==> src/shared/pxb_defs.vh <==
`ifndef PXB_DEFS_VH
`define PXB_DEFS_VH
// ---------------------------------------------------------------
// Register addresses in the special-function space
// ---------------------------------------------------------------
`define PXB_ADDR_ROUTE_TWO  8'hc7
`define PXB_ADDR_ROUTE_ZERO 8'he1
`define PXB_ADDR_IRQ_CFG    8'he4
// ---------------------------------------------------------------
// Reset values
// ---------------------------------------------------------------
`define PXB_RST_ROUTE_TWO   8'h00
`define PXB_RST_ROUTE_ZERO  8'h00
`define PXB_RST_IRQ_CFG     8'h00
// ---------------------------------------------------------------
// Route control zero fields
// ---------------------------------------------------------------
`define PXB_B_CMPB_ASYNC    7
`define PXB_B_CMPB_SYNC     6
`define PXB_B_CMPA_ASYNC    5
`define PXB_B_CMPA_SYNC     4
`define PXB_B_TWOWIRE       3
`define PXB_B_SPERIPH       2
`define PXB_B_FIELDBUS      1
`define PXB_B_ASERIAL       0
// ---------------------------------------------------------------
// Route control two fields
// ---------------------------------------------------------------
`define PXB_B_PULLUP_DIS    7
`define PXB_B_MATRIX_EN     6
`define PXB_B_LOCALNET      0
`define PXB_RT2_WMASK       8'hc1
// ---------------------------------------------------------------
// Interrupt pin config fields
// ---------------------------------------------------------------
`define PXB_B_IRQB_POL      7
`define PXB_F_IRQB_SEL      6:4
`define PXB_B_IRQA_POL      3
`define PXB_F_IRQA_SEL      2:0
// ---------------------------------------------------------------
// Fixed pins, port 0 index
// ---------------------------------------------------------------
`define PXB_PIN_ASER_TX     4
`define PXB_PIN_ASER_RX     5
`define PXB_PIN_FBUS_TX     6
`define PXB_PIN_FBUS_RX     7
`endif

==> src/rtl/pxb_crossbar.v <==
// Summary of operation
// [RULE1] Comparator B async/sync outputs routed by bits 7,6
// [RULE2] Comparator A async/sync outputs routed by bits 5,4
// [RULE3] Bit 3 routes two-wire bus signals
// [RULE4] Bit 2 routes SPI, three or four pins
// [RULE5] Bit 1 routes CAN to P0.6/P0.7
// [RULE6] Bit 0 routes serial TX/RX to P0.4/P0.5
// [RULE7] Pull-up disable bit turns off weak pull-ups
// [RULE8] Matrix enable bit gates the whole crossbar
// [RULE9] Software writes zeros to reserved bits 5:1
// [RULE10] Local-net bit routes LIN TX/RX to pins
// [RULE11] Bit 7 sets interrupt B polarity
// [RULE12] Bits 6:4 pick port-1 pin for interrupt B
// [RULE13] Bit 3 sets interrupt A polarity
// [RULE14] Bits 2:0 pick port-1 pin for interrupt A
// [RULE15] Interrupt inputs watch pins without disturbing routing
// [RULE16] Skipped pins never get a peripheral
// [RULE17] All three registers clear on reset
// [RULE18] Fixed-priority combinational assignment to free pins
`timescale 1ns/1ns
`include "pxb_defs.vh"
module pxb_crossbar #(
   parameter NPINS = 16
) (
   input  wire             REF_CLK,
   input  wire             RESET,
   input  wire [7:0]       SFR_ADDR,
   input  wire             SFR_WR,
   input  wire             SFR_RD,
   input  wire [7:0]       SFR_WDATA,
   output reg  [7:0]       SFR_RDATA,
   input  wire [NPINS-1:0] PIN_SKIP,
   input  wire [NPINS-1:0] PIN_ANALOG,
   input  wire [NPINS-1:0] PIN_IN,
   output wire [NPINS-1:0] PIN_OUT,
   output wire [NPINS-1:0] PIN_OE,
   output wire [NPINS-1:0] PIN_PULLUP,
   input  wire             TWOWIRE_SDA_OUT,
   input  wire             TWOWIRE_SCL_OUT,
   output wire             TWOWIRE_SDA_IN,
   output wire             TWOWIRE_SCL_IN,
   input  wire             SPI_4WIRE,
   input  wire             SPI_SCK_OUT,
   input  wire             SPI_SCK_OE,
   input  wire             SPI_MOSI_OUT,
   input  wire             SPI_MOSI_OE,
   input  wire             SPI_MISO_OUT,
   input  wire             SPI_MISO_OE,
   input  wire             SPI_NSS_OUT,
   input  wire             SPI_NSS_OE,
   output wire             SPI_SCK_IN,
   output wire             SPI_MOSI_IN,
   output wire             SPI_MISO_IN,
   output wire             SPI_NSS_IN,
   input  wire             FIELD_BUS_TX,
   output wire             FIELD_BUS_RX,
   input  wire             ASYNC_SERIAL_TX,
   output wire             ASYNC_SERIAL_RX,
   input  wire             CMP_A_OUT,
   input  wire             CMP_A_ASYNC_OUT,
   input  wire             CMP_B_OUT,
   input  wire             CMP_B_ASYNC_OUT,
   input  wire             LOCAL_NET_TX,
   output wire             LOCAL_NET_RX,
   output wire             EXT_IRQ_A,
   output wire             EXT_IRQ_B
);
   // ---------------------------------------------------------------
   // Registers
   // ---------------------------------------------------------------
   reg [7:0] route_zero_q;
   reg [7:0] route_two_q;
   reg [7:0] irq_cfg_q;

   always @(posedge REF_CLK) begin
      if (RESET) begin
         route_zero_q <= `PXB_RST_ROUTE_ZERO; // RULE17
         route_two_q  <= `PXB_RST_ROUTE_TWO; // RULE17
         irq_cfg_q    <= `PXB_RST_IRQ_CFG; // RULE17
      end else if (SFR_WR) begin
         if (SFR_ADDR == `PXB_ADDR_ROUTE_ZERO)
            route_zero_q <= SFR_WDATA;
         if (SFR_ADDR == `PXB_ADDR_ROUTE_TWO)
            route_two_q <= SFR_WDATA & `PXB_RT2_WMASK; // RULE9
         if (SFR_ADDR == `PXB_ADDR_IRQ_CFG)
            irq_cfg_q <= SFR_WDATA;
      end
   end

   // Read data is registered; unmapped addresses read zero
   always @(posedge REF_CLK) begin
      if (RESET) begin
         SFR_RDATA <= 8'h00;
      end else if (SFR_RD) begin
         case (SFR_ADDR)
            `PXB_ADDR_ROUTE_ZERO: SFR_RDATA <= route_zero_q;
            `PXB_ADDR_ROUTE_TWO:  SFR_RDATA <= route_two_q;
            `PXB_ADDR_IRQ_CFG:    SFR_RDATA <= irq_cfg_q;
            default:              SFR_RDATA <= 8'h00;
         endcase
      end
   end

   // ---------------------------------------------------------------
   // Pin synchronisers
   // ---------------------------------------------------------------
   reg [NPINS-1:0] pin_meta_q;
   reg [NPINS-1:0] pin_sync_q;
   always @(posedge REF_CLK) begin
      if (RESET) begin
         pin_meta_q <= {NPINS{1'b0}};
         pin_sync_q <= {NPINS{1'b0}};
      end else begin
         pin_meta_q <= PIN_IN;
         pin_sync_q <= pin_meta_q;
      end
   end

   // ---------------------------------------------------------------
   // Enables
   // ---------------------------------------------------------------
   wire xen = route_two_q[`PXB_B_MATRIX_EN]; // RULE8
   wire en_aser  = xen & route_zero_q[`PXB_B_ASERIAL]; // RULE6
   wire en_fbus  = xen & route_zero_q[`PXB_B_FIELDBUS]; // RULE5
   wire en_spi   = xen & route_zero_q[`PXB_B_SPERIPH]; // RULE4
   wire en_twow  = xen & route_zero_q[`PXB_B_TWOWIRE]; // RULE3
   wire en_cmpa  = xen & route_zero_q[`PXB_B_CMPA_SYNC]; // RULE2
   wire en_cmpaa = xen & route_zero_q[`PXB_B_CMPA_ASYNC]; // RULE2
   wire en_cmpb  = xen & route_zero_q[`PXB_B_CMPB_SYNC]; // RULE1
   wire en_cmpba = xen & route_zero_q[`PXB_B_CMPB_ASYNC]; // RULE1
   wire en_lin   = xen & route_two_q[`PXB_B_LOCALNET]; // RULE10

   // ---------------------------------------------------------------
   // Priority assignment
   // ---------------------------------------------------------------
   // Signal slots in priority order. Serial and field bus own fixed
   // pins; the rest take the lowest free non-skipped pin in turn.
   localparam NSIG = 12;
   localparam [3:0] SL_SDA     = 4'h1;
   localparam [3:0] SL_SCL     = 4'h2;
   localparam [3:0] SL_SCK     = 4'h3;
   localparam [3:0] SL_MISO    = 4'h4;
   localparam [3:0] SL_MOSI    = 4'h5;
   localparam [3:0] SL_NSS     = 4'h6;
   localparam [3:0] SL_CMPA    = 4'h7;
   localparam [3:0] SL_CMPA_AS = 4'h8;
   localparam [3:0] SL_CMPB    = 4'h9;
   localparam [3:0] SL_CMPB_AS = 4'ha;
   localparam [3:0] SL_LIN_TX  = 4'hb;
   localparam [3:0] SL_LIN_RX  = 4'hc;
   reg  [NSIG-1:0] sig_en;
   reg  [NSIG-1:0] sig_out;
   reg  [NSIG-1:0] sig_oe;
   reg  [NPINS-1:0] pin_out_d;
   reg  [NPINS-1:0] pin_oe_d;
   reg  [NPINS-1:0] pin_used;
   reg  [3:0]       pin_sig [0:NPINS-1];
   reg  [NPINS-1:0] pin_has;
   reg              placed;
   integer          s;
   integer          p;

   always @* begin
      sig_en  = {NSIG{1'b0}};
      sig_out = {NSIG{1'b0}};
      sig_oe  = {NSIG{1'b0}};
      sig_en[SL_SDA]      = en_twow; // RULE3
      sig_en[SL_SCL]      = en_twow; // RULE3
      sig_en[SL_SCK]      = en_spi; // RULE4
      sig_en[SL_MISO]     = en_spi; // RULE4
      sig_en[SL_MOSI]     = en_spi; // RULE4
      sig_en[SL_NSS]      = en_spi & SPI_4WIRE; // RULE4
      sig_en[SL_CMPA]     = en_cmpa; // RULE2
      sig_en[SL_CMPA_AS]  = en_cmpaa; // RULE2
      sig_en[SL_CMPB]     = en_cmpb; // RULE1
      sig_en[SL_CMPB_AS]  = en_cmpba; // RULE1
      sig_en[SL_LIN_TX]   = en_lin; // RULE10
      sig_out[SL_SDA]     = TWOWIRE_SDA_OUT;
      sig_out[SL_SCL]     = TWOWIRE_SCL_OUT;
      sig_out[SL_SCK]     = SPI_SCK_OUT;
      sig_out[SL_MISO]    = SPI_MISO_OUT;
      sig_out[SL_MOSI]    = SPI_MOSI_OUT;
      sig_out[SL_NSS]     = SPI_NSS_OUT;
      sig_out[SL_CMPA]    = CMP_A_OUT;
      sig_out[SL_CMPA_AS] = CMP_A_ASYNC_OUT;
      sig_out[SL_CMPB]    = CMP_B_OUT;
      sig_out[SL_CMPB_AS] = CMP_B_ASYNC_OUT;
      sig_out[SL_LIN_TX]  = LOCAL_NET_TX;
      // Two-wire pins are open drain: drive only a low
      sig_oe[SL_SDA]      = ~TWOWIRE_SDA_OUT;
      sig_oe[SL_SCL]      = ~TWOWIRE_SCL_OUT;
      sig_oe[SL_SCK]      = SPI_SCK_OE;
      sig_oe[SL_MISO]     = SPI_MISO_OE;
      sig_oe[SL_MOSI]     = SPI_MOSI_OE;
      sig_oe[SL_NSS]      = SPI_NSS_OE;
      sig_oe[SL_CMPA]     = 1'b1;
      sig_oe[SL_CMPA_AS]  = 1'b1;
      sig_oe[SL_CMPB]     = 1'b1;
      sig_oe[SL_CMPB_AS]  = 1'b1;
      sig_oe[SL_LIN_TX]   = 1'b1;
      pin_used  = {NPINS{1'b0}};
      pin_has   = {NPINS{1'b0}};
      pin_out_d = {NPINS{1'b0}};
      pin_oe_d  = {NPINS{1'b0}};
      for (p = 0; p < NPINS; p = p + 1)
         pin_sig[p] = 4'h0;
      // Fixed pins are claimed first
      if (en_aser && !PIN_SKIP[`PXB_PIN_ASER_TX]) begin // RULE16
         pin_used[`PXB_PIN_ASER_TX] = 1'b1;
         pin_out_d[`PXB_PIN_ASER_TX] = ASYNC_SERIAL_TX; // RULE6
         pin_oe_d[`PXB_PIN_ASER_TX] = 1'b1;
      end
      if (en_aser && !PIN_SKIP[`PXB_PIN_ASER_RX])
         pin_used[`PXB_PIN_ASER_RX] = 1'b1;
      if (en_fbus && !PIN_SKIP[`PXB_PIN_FBUS_TX]) begin
         pin_used[`PXB_PIN_FBUS_TX] = 1'b1;
         pin_out_d[`PXB_PIN_FBUS_TX] = FIELD_BUS_TX; // RULE5
         pin_oe_d[`PXB_PIN_FBUS_TX] = 1'b1;
      end
      if (en_fbus && !PIN_SKIP[`PXB_PIN_FBUS_RX])
         pin_used[`PXB_PIN_FBUS_RX] = 1'b1;
      // Each slot walks to the next free pin; LIN takes two pins
      for (s = 1; s < NSIG; s = s + 1) begin // RULE18
         placed = 1'b0;
         for (p = 0; p < NPINS; p = p + 1) begin
            if (sig_en[s] && !placed && !pin_used[p] && !PIN_SKIP[p]) begin // RULE16
               placed = 1'b1;
               pin_used[p] = 1'b1;
               pin_has[p] = 1'b1;
               pin_sig[p] = s[3:0];
               pin_out_d[p] = sig_out[s];
               pin_oe_d[p] = sig_oe[s];
            end
         end
      end
      placed = 1'b0;
      for (p = 0; p < NPINS; p = p + 1) begin
         if (en_lin && !placed && !pin_used[p] && !PIN_SKIP[p]) begin // RULE10
            placed = 1'b1;
            pin_used[p] = 1'b1;
            pin_has[p] = 1'b1;
            pin_sig[p] = SL_LIN_RX;
         end
      end
   end

   // Input return paths: take value of the pin owning each slot
   reg [12:0] sig_in;
   integer    k;
   always @* begin
      sig_in = {13{1'b1}};
      for (k = 0; k < NPINS; k = k + 1) begin
         if (pin_has[k])
            sig_in[pin_sig[k]] = pin_sync_q[k];
      end
   end

   assign PIN_OUT = pin_out_d;
   assign PIN_OE  = pin_oe_d;
   // Analog pins never get a pull-up
   assign PIN_PULLUP = route_two_q[`PXB_B_PULLUP_DIS] ? {NPINS{1'b0}} : ~PIN_ANALOG; // RULE7

   assign TWOWIRE_SDA_IN  = sig_in[SL_SDA]; // RULE3
   assign TWOWIRE_SCL_IN  = sig_in[SL_SCL];
   assign SPI_SCK_IN      = sig_in[SL_SCK]; // RULE4
   assign SPI_MISO_IN     = sig_in[SL_MISO];
   assign SPI_MOSI_IN     = sig_in[SL_MOSI];
   assign SPI_NSS_IN      = sig_in[SL_NSS];
   assign LOCAL_NET_RX    = sig_in[SL_LIN_RX]; // RULE10
   // Unrouted receivers idle high, the serial line's rest level
   assign ASYNC_SERIAL_RX = (en_aser && !PIN_SKIP[`PXB_PIN_ASER_RX]) ?
                            pin_sync_q[`PXB_PIN_ASER_RX] : 1'b1; // RULE6
   assign FIELD_BUS_RX    = (en_fbus && !PIN_SKIP[`PXB_PIN_FBUS_RX]) ?
                            pin_sync_q[`PXB_PIN_FBUS_RX] : 1'b1; // RULE5

   // ---------------------------------------------------------------
   // External interrupt pin select
   // ---------------------------------------------------------------
   // Port 1 is pins 15:8; reads only, so routing is untouched
   wire [7:0] port1 = pin_sync_q[15:8]; // RULE15
   reg irq_a_raw;
   reg irq_b_raw;
   // Plain selector per input; the skip setting has no say over it
   always @* begin
      case (irq_cfg_q[`PXB_F_IRQA_SEL]) // RULE14
         3'h0: irq_a_raw = port1[0];
         3'h1: irq_a_raw = port1[1];
         3'h2: irq_a_raw = port1[2];
         3'h3: irq_a_raw = port1[3];
         3'h4: irq_a_raw = port1[4];
         3'h5: irq_a_raw = port1[5];
         3'h6: irq_a_raw = port1[6];
         3'h7: irq_a_raw = port1[7];
         default: irq_a_raw = port1[0];
      endcase
      case (irq_cfg_q[`PXB_F_IRQB_SEL]) // RULE12
         3'h0: irq_b_raw = port1[0];
         3'h1: irq_b_raw = port1[1];
         3'h2: irq_b_raw = port1[2];
         3'h3: irq_b_raw = port1[3];
         3'h4: irq_b_raw = port1[4];
         3'h5: irq_b_raw = port1[5];
         3'h6: irq_b_raw = port1[6];
         3'h7: irq_b_raw = port1[7];
         default: irq_b_raw = port1[0];
      endcase
   end
   // Outputs are active high once polarity is applied
   assign EXT_IRQ_A = irq_cfg_q[`PXB_B_IRQA_POL] ? irq_a_raw : ~irq_a_raw; // RULE13
   assign EXT_IRQ_B = irq_cfg_q[`PXB_B_IRQB_POL] ? irq_b_raw : ~irq_b_raw; // RULE11

endmodule

==> config.mk <==
export PLATFORM = sky130hd
export DESIGN_NAME = pxb_crossbar
export DESIGN_NICKNAME = d
export VERILOG_FILES = /design/src/rtl/pxb_crossbar.v
export VERILOG_INCLUDE_DIRS = /design/src /design/src/shared
export SDC_FILE = /design/constraint.sdc
export NUM_CORES = 1
export LEC_CHECK = 0
export ABC_AREA = 1
export CORE_MARGIN = 8
export CORE_UTILIZATION = 45
export DETAILED_ROUTE_END_ITERATION = 7
export DONT_BUFFER_PORTS = 1
export PLACE_DENSITY = 0.58
export SLEW_MARGIN = 20
export SYNTH_ARGS = -nofsm -noshare
export SYNTH_HDL_FRONTEND = slang
export SYNTH_SLANG_ARGS = --single-unit
==> constraint.sdc <==
create_clock -name REF_CLK -period 27.1 [get_ports REF_CLK]
set_clock_uncertainty 0.05 [all_clocks]
set_input_delay 8.13 -clock REF_CLK [delete_from_list [all_inputs] [get_ports REF_CLK]]
set_output_delay 8.13 -clock REF_CLK [all_outputs]
set_load 0.01 [all_outputs]
# --- Word-level counts from Yosys, hierarchy flattened ---
# Index checks and enable logic that the tools add are counted.
word_totals:
  out_inout_bits: 67
  regBits: 59
  in_bits: 86
  wordCells: 2059
op_classes:
  order_cmp: 32
  n_reduce_logical: 951
  muxes: 1036
  n_bitwise: 17
  eq_ne: 17
ops:
  columns: ["operator", "n"]
  rows:
  - ["$mux W1", 809]
  - ["$mux W4", 176]
  - ["$logic_and A1 B1 Y1", 571]
  - ["$logic_not A1 Y1", 375]
  - ["$mux W13", 16]
  - ["$bwmux W13", 15]
  - ["$lt A4 B5 Y1 const B", 16]
  - ["$demux W1 S4", 16]
  - ["$ge A4 B1 Y1 const B", 16]
  - ["$eq A3 B3 Y1 const B", 8]
  - ["$eq A8 B8 Y1 const B", 3]
  - ["$pmux W8 S3", 1]
  - ["$mux W16", 1]
  - ["$not A16 Y16", 1]
  - ["$pmux W1 S8", 2]
  - ["$not A13 Y13", 1]
  - ["$or A13 B13 Y13", 1]
  - ["$eq A3 B2 Y1 const B", 4]
  - ["$and A1 B1 Y1", 10]
  - ["$eq A3 B1 Y1 const B", 2]
  - ["$logic_not A3 Y1", 2]
  - ["$reduce_and A2 Y1", 3]
  - ["$not A1 Y1", 4]

# --- Logic depth before layout (Yosys ltp) ---
# Gate-level depths: netlist of run 1.
depth:
  depth_word: 128
  mapped_depth: 48
  mapped_depth_nobuf: 47

# --- Least setup slack after synthesis of run 1 ---
# OpenSTA, ideal clock, no wires.
synth_timing:
  path_kind: "input-to-output"
  start: "input port PIN_SKIP[1]"
  end: "output port LOCAL_NET_RX"
  path_stages: 44
  setup_slack_ns: 6.791
  n_path_buf: 1
  t_required_ns: 18.920
  arrival_time_ns: 12.129
  cell_sequence: "buf_2 > inv_2 > o21ai_4 > nand2_2 > nor2_4 > nand3_1 > nand3_2 > inv_2 > nor2_4 > nand2_4 > nand2_2 > nor2_4 > nor2_4 > nand2_2 > nor2_4 > inv_2 > nor2_2 > nor2_2 > (+8 left out) > nor2_4 > nand2_1 > inv_2 > nand3_2 > nor2_1 > nor2_2 > a21oi_4 > nand3_2 > inv_2 > nor2_1 > o21ai_2 > nand2_1 > nor2_2 > nand2_1 > nor2_2 > nand2_1 > nand2_1 > nand2_1"
synth_via:
  elab_chain_len: 123
  elab_cells_between_ends: 1528
  cone_classes: "30 x order compare; 632 x mux; 866 x reduce/logical"
synth_rtl:
  columns: ["element", "line_no", "rtl"]
  rows:
  - ["from (decl)", "pxb_crossbar.v:32", "input wire [NPINS-1:0] PIN_SKIP,"]
  - ["$logic_not A1 Y1 (*)", "pxb_crossbar.v:226, pxb_crossbar.v:238", null]
  - ["$logic_and A1 B1 Y1", "pxb_crossbar.v:226", "if (sig_en[s] && !placed && !pin_used[p] && !PIN_SKIP[p]) begin"]
  - ["$mux W1", "pxb_crossbar.v:226", null]
  - ["$logic_not A1 Y1", "pxb_crossbar.v:226", null]
  - ["$logic_and A1 B1 Y1 (2 in a row)", "pxb_crossbar.v:226", null]
  - ["$mux W1", "pxb_crossbar.v:226", null]
  - ["$logic_not A1 Y1", "pxb_crossbar.v:226", null]
  - ["$logic_and A1 B1 Y1 (2 in a row)", "pxb_crossbar.v:226", null]
  - ["(+104 left out)", null, null]
  - ["$logic_and A1 B1 Y1 (2 in a row)", "pxb_crossbar.v:238", "if (en_lin && !placed && !pin_used[p] && !PIN_SKIP[p]) begin"]
  - ["$mux W4", "pxb_crossbar.v:238", null]
  - ["$lt A4 B5 Y1 (implied by the code) / $ge A4 B1 Y1 (equally long branches)", "pxb_crossbar.v:254", "sig_in[pin_sig[k]] = pin_sync_q[k];"]
  - ["$logic_and A1 B1 Y1 (implied by the code)", "pxb_crossbar.v:254", null]
  - ["$mux W1 (implied by the code)", "pxb_crossbar.v:254", null]
  - ["$demux W1 S4", "pxb_crossbar.v:254", null]
  - ["$bwmux W13", "pxb_crossbar.v:254", null]
  - ["$mux W13 (*)", "pxb_crossbar.v:253", "if (pin_has[k])"]
  - ["to (decl)", "pxb_crossbar.v:64", "output wire LOCAL_NET_RX,"]
# Mark *: on every way between the ends. The rest lies on a longest branch, timed or not.

# --- Worst setup path after layout of run 1 ---
layout_timing:
  start: "input port PIN_SKIP[0]"
  end: "output port LOCAL_NET_RX"
layout_via:
  elab_chain_len: 128
  elab_cells_between_ends: 1627
  cone_classes: "32 x order compare; 670 x mux; 2 x bitwise; 923 x reduce/logical"
layout_rtl:
  columns: ["element", "line_no"]
  rows:
  - ["$logic_not A1 Y1 (*)", "pxb_crossbar.v:226, pxb_crossbar.v:238"]
  - ["$logic_and A1 B1 Y1", "pxb_crossbar.v:226"]
  - ["$mux W1", "pxb_crossbar.v:226"]
  - ["$logic_not A1 Y1", "pxb_crossbar.v:226"]
  - ["$logic_and A1 B1 Y1 (2 in a row)", "pxb_crossbar.v:226"]
  - ["$mux W1", "pxb_crossbar.v:226"]
  - ["$logic_not A1 Y1", "pxb_crossbar.v:226"]
  - ["$logic_and A1 B1 Y1 (2 in a row)", "pxb_crossbar.v:226"]
  - ["(+109 left out)", null]
  - ["$logic_and A1 B1 Y1 (2 in a row)", "pxb_crossbar.v:238"]
  - ["$mux W4", "pxb_crossbar.v:238"]
  - ["$lt A4 B5 Y1 (implied by the code) / $ge A4 B1 Y1 (equally long branches)", "pxb_crossbar.v:254"]
  - ["$logic_and A1 B1 Y1 (implied by the code)", "pxb_crossbar.v:254"]
  - ["$mux W1 (implied by the code)", "pxb_crossbar.v:254"]
  - ["$demux W1 S4", "pxb_crossbar.v:254"]
  - ["$bwmux W13", "pxb_crossbar.v:254"]
  - ["$mux W13 (*)", "pxb_crossbar.v:253"]
# Marks and branches as above.

==> summary.txt, run 1 <==
Cells and area
  • Layout Cells excl Fill: 1951
  • Filler cells: 2315
  • Most frequent cells in the layout: nor2_1 (311), nand2_1 (278), inv_1 (237)
  • Most common cell after layout, fill and taps aside: nor2_1
  • Antenna cell count: 0
  • Multi-input logic area: 6890 um^2
  • Fin util: 47.7%
  • Ratio of cells with drive above 1 in the final layout: 15.9%
  • Nets: 1757
  • Reg area: 1180 um^2
  • Area growth from synthesis to layout: 5.26%

Yosys
  • Sequential area share after synthesis: 12.5%
  • Yosys reg bits: 59
  • Synth Area per Inst: 5.55 um^2
  • Top cell type's share of synthesized area: 12.5%
  • Top area cells in the synthesized netlist: dfxtp_1 (13%), nor2_1 (12%), nand2_1 (11%)
  • Cells after synthesis: 1701
  • Synth warn: 0
  • Dominant cell type by area after synthesis: dfxtp_1
  • Distinct cells, synth: 61
  • Syn nets: 1787
  • Mapped Area: 9440 um^2

Drt
  • Initial DRT Pass Iterations: 6
  • Final WL: 35.6 mm
  • DRC viols: 0
  • Starting DRT DRC Count: 1141
  • Vias per cell: 5.74
  • Wire length per cell: 18.3 um
  • Via Count: 11192
  • DRT antenna net count: 0

Placed design
  • Placed Cells: 1935
  • Dpl ws: 6.13 ns
  • IO buf count: 0
  • Routability-driven placement congestion ratio: 0.947
  • DP HPWL: 30.0 mm

Min path
  • Hold Crit Class: flop to flop

STA
  • Tcrit/Tclk final: 77.7%
  • Peak Freq: 47.5 MHz
  • Count of final setup violators: 0
  • Final worst setup slack: 6.03 ns
  • RSZ-0062 raised after global routing: false
  • Post-layout min period: 21.07 ns
  • Fin. Hold Viols: 0
  • Worst-Margin Slew: 0.808 ns
  • Slew HR: 44.8%
  • Max-slew violations: 0
  • TNS Setup: 0 ns

Setup path
  • Setup crit start kind: input pin
  • Critical Path Sink: LOCAL_NET_RX
  • Setup crit end kind: output pin
  • Data arrival, critical path: 12.89 ns
  • Reg-to-Reg End: SFR_RDATA[7]$_SDFFE_PP0P_
  • Worst r2r src: route_two_q[7]$_SDFFE_PP0P_
  • Critical path startpoint: PIN_SKIP[0]
  • Max stage delay on crit path: 0.28 ns
  • R2R cell count: 4
  • Reg-to-reg setup timing slack: 25.90 ns
  • Crit-path max FO: 6
  • CP max-delay cell: a31oi_1
  • Critical Path RT: 18.92 ns
  • CP Class: input pin to output pin

Clock tree
  • # Post-CTS Setup Buffers: 0
  • # clock sinks: 59
  • Clock Pin Slew Worst Setup and Hold Paths: 0.05 ns
  • CTS tree: built
  • H-tree levels: 3
  • Root buffer cell: clkbuf_16
  • Total CTS buffers: 9
  • CTS max path bufs: 2
  • Resized Gates After CTS: 0
  • Clk Latency, worst-skew pair: 0.32 ns
  • Hold-fix buffers at CTS: 0

Die
  • I/O Pins: 153
  • Initial Utilization: 45.3%
  • Cell Rows: 53
  • CORE AREA: 20800 um^2
  • Die extent in y: 161 um
  • DIE AREA: 25900 um^2
  • Die width: 161 um

Status
  • Status: finished, final reports clean

GRT
  • Initial antenna violation count: 0
  • GRT Util Overall: 26.4%
  • First-pass GRT wire length: 55.7 mm
  • Vias in the first global route: 10197
  • Gr ovfl total: 0
  • Largest net degree at the start of global routing: 60

Pwr
  • Cell Pwr Density: 23.0 nW/um^2
  • Worst-case vdd ir drop: 0.0493 mV
  • P_leak: 0.00463 uW

Flow run
  • Max Cap Viol: 0
-- routing by layer --
metal | vias to the layer above | share of wire [%] | GRT usage, % | wire (um)
li1 | 5605 | - | - | -
met2 | 532 | 41 | 39.8 | 14700
met3 | 32 | 10 | 5.27 | 3590
met5 | - | 0 | 0 | 0
met4 | 0 | 1.4 | 5.01 | 507
met1 | 5023 | 47 | 38.1 | 16900
-- sequential cells by signal (all words and copies together), names as in the netlist --
register      count
pin_meta_q       16
pin_sync_q       16
SFR_RDATA         8
irq_cfg_q         8
route_zero_q      8
route_two_q       3
-- cells in the mapped netlist (all sizes together) --
cell     number
a2111oi      13
a211oi       22
a21boi        1
a21oi        76
a221o         1
a221oi        4
a31oi         8
and3          1
buf          13
clkbuf       28
clkinv       10
dfxtp        59
inv         309
mux2          2
nand2       317
nand3       145
nand3b        3
nand4        50
nor2        371
nor3         34
nor3b         4
nor4         10
nor4b         1
o2111ai       9
o211ai       44
o21a          1
o21ai       112
o21bai        6
o221ai       16
o22ai        22
o311ai        1
o41ai         1
or2           3
or3           1
or4           1
xor2          2
-- logic make-up (layout without fill, tap and decap cells) --
kind of cell | Yosys count | in the layout | synth area share, %
AND/OR/NAND/NOR | 941 | 941 | 48.4
buffers and inverters | 360 | 335 | 14.5
AO/OA/AOI/OAI | 337 | 337 | 24.1
flip-flops | 59 | 59 | 12.5
XOR/XNOR | 2 | 2 | 0.186
multiplexers | 2 | 2 | 0.239
-- power by group --
| group | total [uW] | internal [uW] | switching [uW] |
|---|---|---|---|
| Clock | 119 | 80.4 | 38.4 |
| Sequential | 91.3 | 89.2 | 2.16 |
| Combinational | 18.7 | 3.58 | 15.1 |
| Total | 229 | 173 | 55.7 |
-- worst max-delay path, delay by kind of cell --
| family | cells | cell delay (ns) |
|---|---|---|
| simple gates | 30 | 4.09 |
| buf+inv | 3 | 0.20 |
| compound gates | 2 | 0.45 |
-- layout make-up --
type	instances	share of cell area, %
clock buffers	10	2.30
clock inverters	6	0.907
inverters	319	12.1
multi-input cells	1282	69.4
flip-flops and latches	59	11.9
well taps	275	3.46
-- per-stage QoR --
step                instance area [um^2]  total power [uW]  hold WS (ns)
floorplan                           9440               109         0.338
detailed placement                  9610               111         0.345
CTS                                 9930               231         0.351
global route                        9940               237         0.357
global placement                    9610               111         0.341
finish                              9940               229         0.346
-- worst min path at each step --
stage                                     end                 startpoint  cells after the start  slack (ns)
global placement    pin_sync_q[10]$_SDFF_PP0_  pin_meta_q[10]$_SDFF_PP0_                      2        0.34
floorplan            pin_sync_q[0]$_SDFF_PP0_   pin_meta_q[0]$_SDFF_PP0_                      2        0.34
CTS                  pin_sync_q[2]$_SDFF_PP0_   pin_meta_q[2]$_SDFF_PP0_                      2        0.35
finish               pin_sync_q[2]$_SDFF_PP0_   pin_meta_q[2]$_SDFF_PP0_                      2        0.35
detailed placement  pin_sync_q[10]$_SDFF_PP0_  pin_meta_q[10]$_SDFF_PP0_                      2        0.35
global route         pin_sync_q[1]$_SDFF_PP0_   pin_meta_q[1]$_SDFF_PP0_                      2        0.36
Note: power is estimated with default switching activity, not from simulation.
==> run 2, diff against run 1 <==
==> constraint.sdc (replaced) <==
create_clock -name REF_CLK -period 20.1 [get_ports REF_CLK]
set_clock_uncertainty 0.05 [all_clocks]
set_input_delay 6.03 -clock REF_CLK [delete_from_list [all_inputs] [get_ports REF_CLK]]
set_output_delay 6.03 -clock REF_CLK [all_outputs]
set_load 0.01 [all_outputs]
==> run 2 against run 1 <==
Against the previous run:
- cell count did not move
- utilization barely moved
- critical endpoint unchanged
- setup slack worse by 2.8 ns
- critical path depth unchanged
- die area unchanged
==> summary.txt, run 2 (synthesis results as in run 1) <==
Min path
  • Hold path start: pin_meta_q[10]$_SDFF_PP0_ (was pin_meta_q[2]$_SDFF_PP0_)
  • Hold Path Sink: pin_sync_q[10]$_SDFF_PP0_ (was pin_sync_q[2]$_SDFF_PP0_)
  • Hold Path Cell Cnt: 2 (unchanged)
  • Hold Crit Class: flop to flop (unchanged)

STA
  • Fin. Hold Viols: 0 (unchanged)
  • Max-slew violations: 0 (unchanged)
  • TNS Setup: 0 ns (unchanged)
  • Post-layout min period: 16.88 ns
  • Worst-Margin Slew: 0.835 ns (was 0.808 ns)
  • Slew HR: 42.9% (was 44.8%)
  • Peak Freq: 59.3 MHz
  • RSZ-0062 raised after global routing: false (unchanged)
  • Tcrit/Tclk final: 84.0%
  • Count of final setup violators: 0 (unchanged)
  • Final worst setup slack: 3.22 ns (was 6.03 ns)

Drt
  • Final WL: 35.4 mm (was 35.6 mm)
  • Vias per cell: 5.72 (was 5.74)
  • DRT antenna net count: 0 (unchanged)
  • Via Count: 11169 (was 11192)
  • DRC viols: 0 (unchanged)
  • Starting DRT DRC Count: 1088 (was 1141)
  • Initial DRT Pass Iterations: 6 (unchanged)
  • Wire length per cell: 18.2 um (was 18.3 um)

Cells and area
  • Reg area: 1180 um^2 (unchanged)
  • Ratio of cells with drive above 1 in the final layout: 15.9% (unchanged)
  • Filler cells: 2321 (was 2315)
  • Most frequent cells in the layout: nor2_1 (311), nand2_1 (278), inv_1 (237) (unchanged)
  • Area growth from synthesis to layout: 5.22% (was 5.26%)
  • Multi-input logic area: 6890 um^2 (unchanged)
  • Layout Cells excl Fill: 1951 (unchanged)
  • Most common cell after layout, fill and taps aside: nor2_1 (unchanged)
  • Cell area after layout: 9930 um^2 (was 9940 um^2)
  • Biggest regs: pin_meta_q (16), pin_sync_q (16) (unchanged)
  • Nets: 1757 (unchanged)
  • Antenna cell count: 0 (unchanged)

Die
  • Die width: 161 um (unchanged)
  • DIE AREA: 25900 um^2 (unchanged)
  • I/O Pins: 153 (unchanged)
  • CORE AREA: 20800 um^2 (unchanged)
  • Cell Rows: 53 (unchanged)
  • Die extent in y: 161 um (unchanged)
  • Initial Utilization: 45.3% (unchanged)

Clock tree
  • Clk Latency, worst-skew pair: 0.32 ns (about the same)
  • Hold-fix buffers at CTS: 0 (unchanged)
  • CTS max path bufs: 2 (unchanged)
  • H-tree levels: 3 (unchanged)
  • # Post-CTS Setup Buffers: 0 (unchanged)
  • Total CTS buffers: 9 (unchanged)
  • # clock sinks: 59 (unchanged)
  • Root buffer cell: clkbuf_16 (unchanged)
  • Resized Gates After CTS: 0 (unchanged)
  • CTS tree: built (unchanged)
  • Clock Pin Slew Worst Setup and Hold Paths: 0.05 ns (about the same)

Placed design
  • Dpl ws: 3.33 ns (was 6.13 ns)
  • Routability-driven placement congestion ratio: 0.944 (was 0.947)
  • IO buf count: 0 (unchanged)
  • Placed inst area: 9610 um^2 (unchanged)
  • Placed Cells: 1935 (unchanged)
  • DP HPWL: 29.9 mm (was 30.0 mm)

GRT
  • Largest net degree at the start of global routing: 60 (unchanged)
  • GRT Util Overall: 26.6% (was 26.4%)
  • Initial antenna violation count: 0 (unchanged)
  • Vias in the first global route: 10352 (was 10197)
  • Gr ovfl total: 0 (unchanged)
  • First-pass GRT wire length: 56.4 mm (was 55.7 mm)

Setup path
  • Crit-path max FO: 6 (unchanged)
  • Max stage delay on crit path: 0.27 ns (was 0.28 ns)
  • Worst r2r src: route_two_q[7]$_SDFFE_PP0P_ (unchanged)
  • Buf/Inv on CP: 3 (unchanged)
  • R2R cell count: 4 (unchanged)
  • Reg-to-reg setup timing slack: 18.91 ns (was 25.90 ns)
  • CP delay by family, top: simple AND/OR/NAND/NOR gates (unchanged)
  • Reg-to-Reg End: SFR_RDATA[7]$_SDFFE_PP0P_ (unchanged)
  • CP Class: input pin to output pin (unchanged)
  • CP max-delay cell: nand4_2 (was a31oi_1)
  • Setup crit start kind: input pin (unchanged)
  • Critical Path RT: 14.02 ns (was 18.92 ns)
  • Data arrival, critical path: 10.80 ns (was 12.89 ns)
  • Setup crit end kind: output pin (unchanged)

Status
  • Status: finished, final reports clean (unchanged)

Pwr
  • Cell Pwr Density: 30.5 nW/um^2 (was 23.0 nW/um^2)
  • P_leak: 0.00462 uW (was 0.00463 uW)
  • Worst-case vdd ir drop: 0.0607 mV (was 0.0493 mV)

Flow run
  • Max Cap Viol: 0 (unchanged)
## run 2: cell count changes in the layout (fill, tap and decap cells not counted)
cell,before,now
clkbuf_8,0,3
clkinv_4,2,0
clkinv_2,1,0
bufinv_16,2,1
clkinvlp_4,1,2
## run 2: area by class of cell
type | instances | area share, %
clock buffer | 13 | 2.72
clock inverter | 3 | 0.453
inverter | 319 | 12.1
multi-input combinational | 1282 | 69.4
sequential | 59 | 11.9
tap | 275 | 3.46
## run 2: worst min-delay path: stages (launching register included)
cell     delay (ns)
dfxtp_1        0.29
inv_1          0.04
nor2_1         0.03
## run 2: how the worst max path moves through the flow
| stage | startpoint | to | slack, ns | depth (start not counted) |
|---|---|---|---|---|
| 6_report | PIN_SKIP[0] | LOCAL_NET_RX | 3.22 | 35 |
| 3_5_place_dp | PIN_SKIP[0] | LOCAL_NET_RX | 3.33 | 35 |
| 5_1_grt | PIN_SKIP[0] | LOCAL_NET_RX | 2.66 | 37 |
| 2_1_floorplan | PIN_SKIP[1] | LOCAL_NET_RX | 3.99 | 44 |
| 3_3_place_gp | PIN_SKIP[0] | LOCAL_NET_RX | 3.30 | 35 |
| 4_1_cts | PIN_SKIP[0] | LOCAL_NET_RX | 3.32 | 35 |
## run 2: per-stage QoR
| stage | utilization, % | power, uW | hold WS, ns |
|---|---|---|---|
| detailed placement | 46.2 | 150 | 0.342 |
| global route | 47.7 | 315 | 0.361 |
| finish | 47.7 | 303 | 0.348 |
| global placement | 46.2 | 150 | 0.340 |
| floorplan | - | 147 | 0.338 |
| CTS | 47.7 | 306 | 0.349 |
## run 2: power by group
group	switching, uW	internal [uW]
registers	2.76	120
clock network	49.3	106
logic	20.4	4.83
total	72.5	231
## run 2: metal layers
| layer | GRT usage, % | vias up | routed length, um |
|---|---|---|---|
| li1 | - | 5585 | - |
| met1 | 37.8 | 5069 | 16700 |
| met2 | 39.7 | 477 | 14500 |
| met3 | 6.91 | 38 | 3670 |
| met4 | 5.05 | 0 | 474 |
| met5 | 0 | - | 0 |
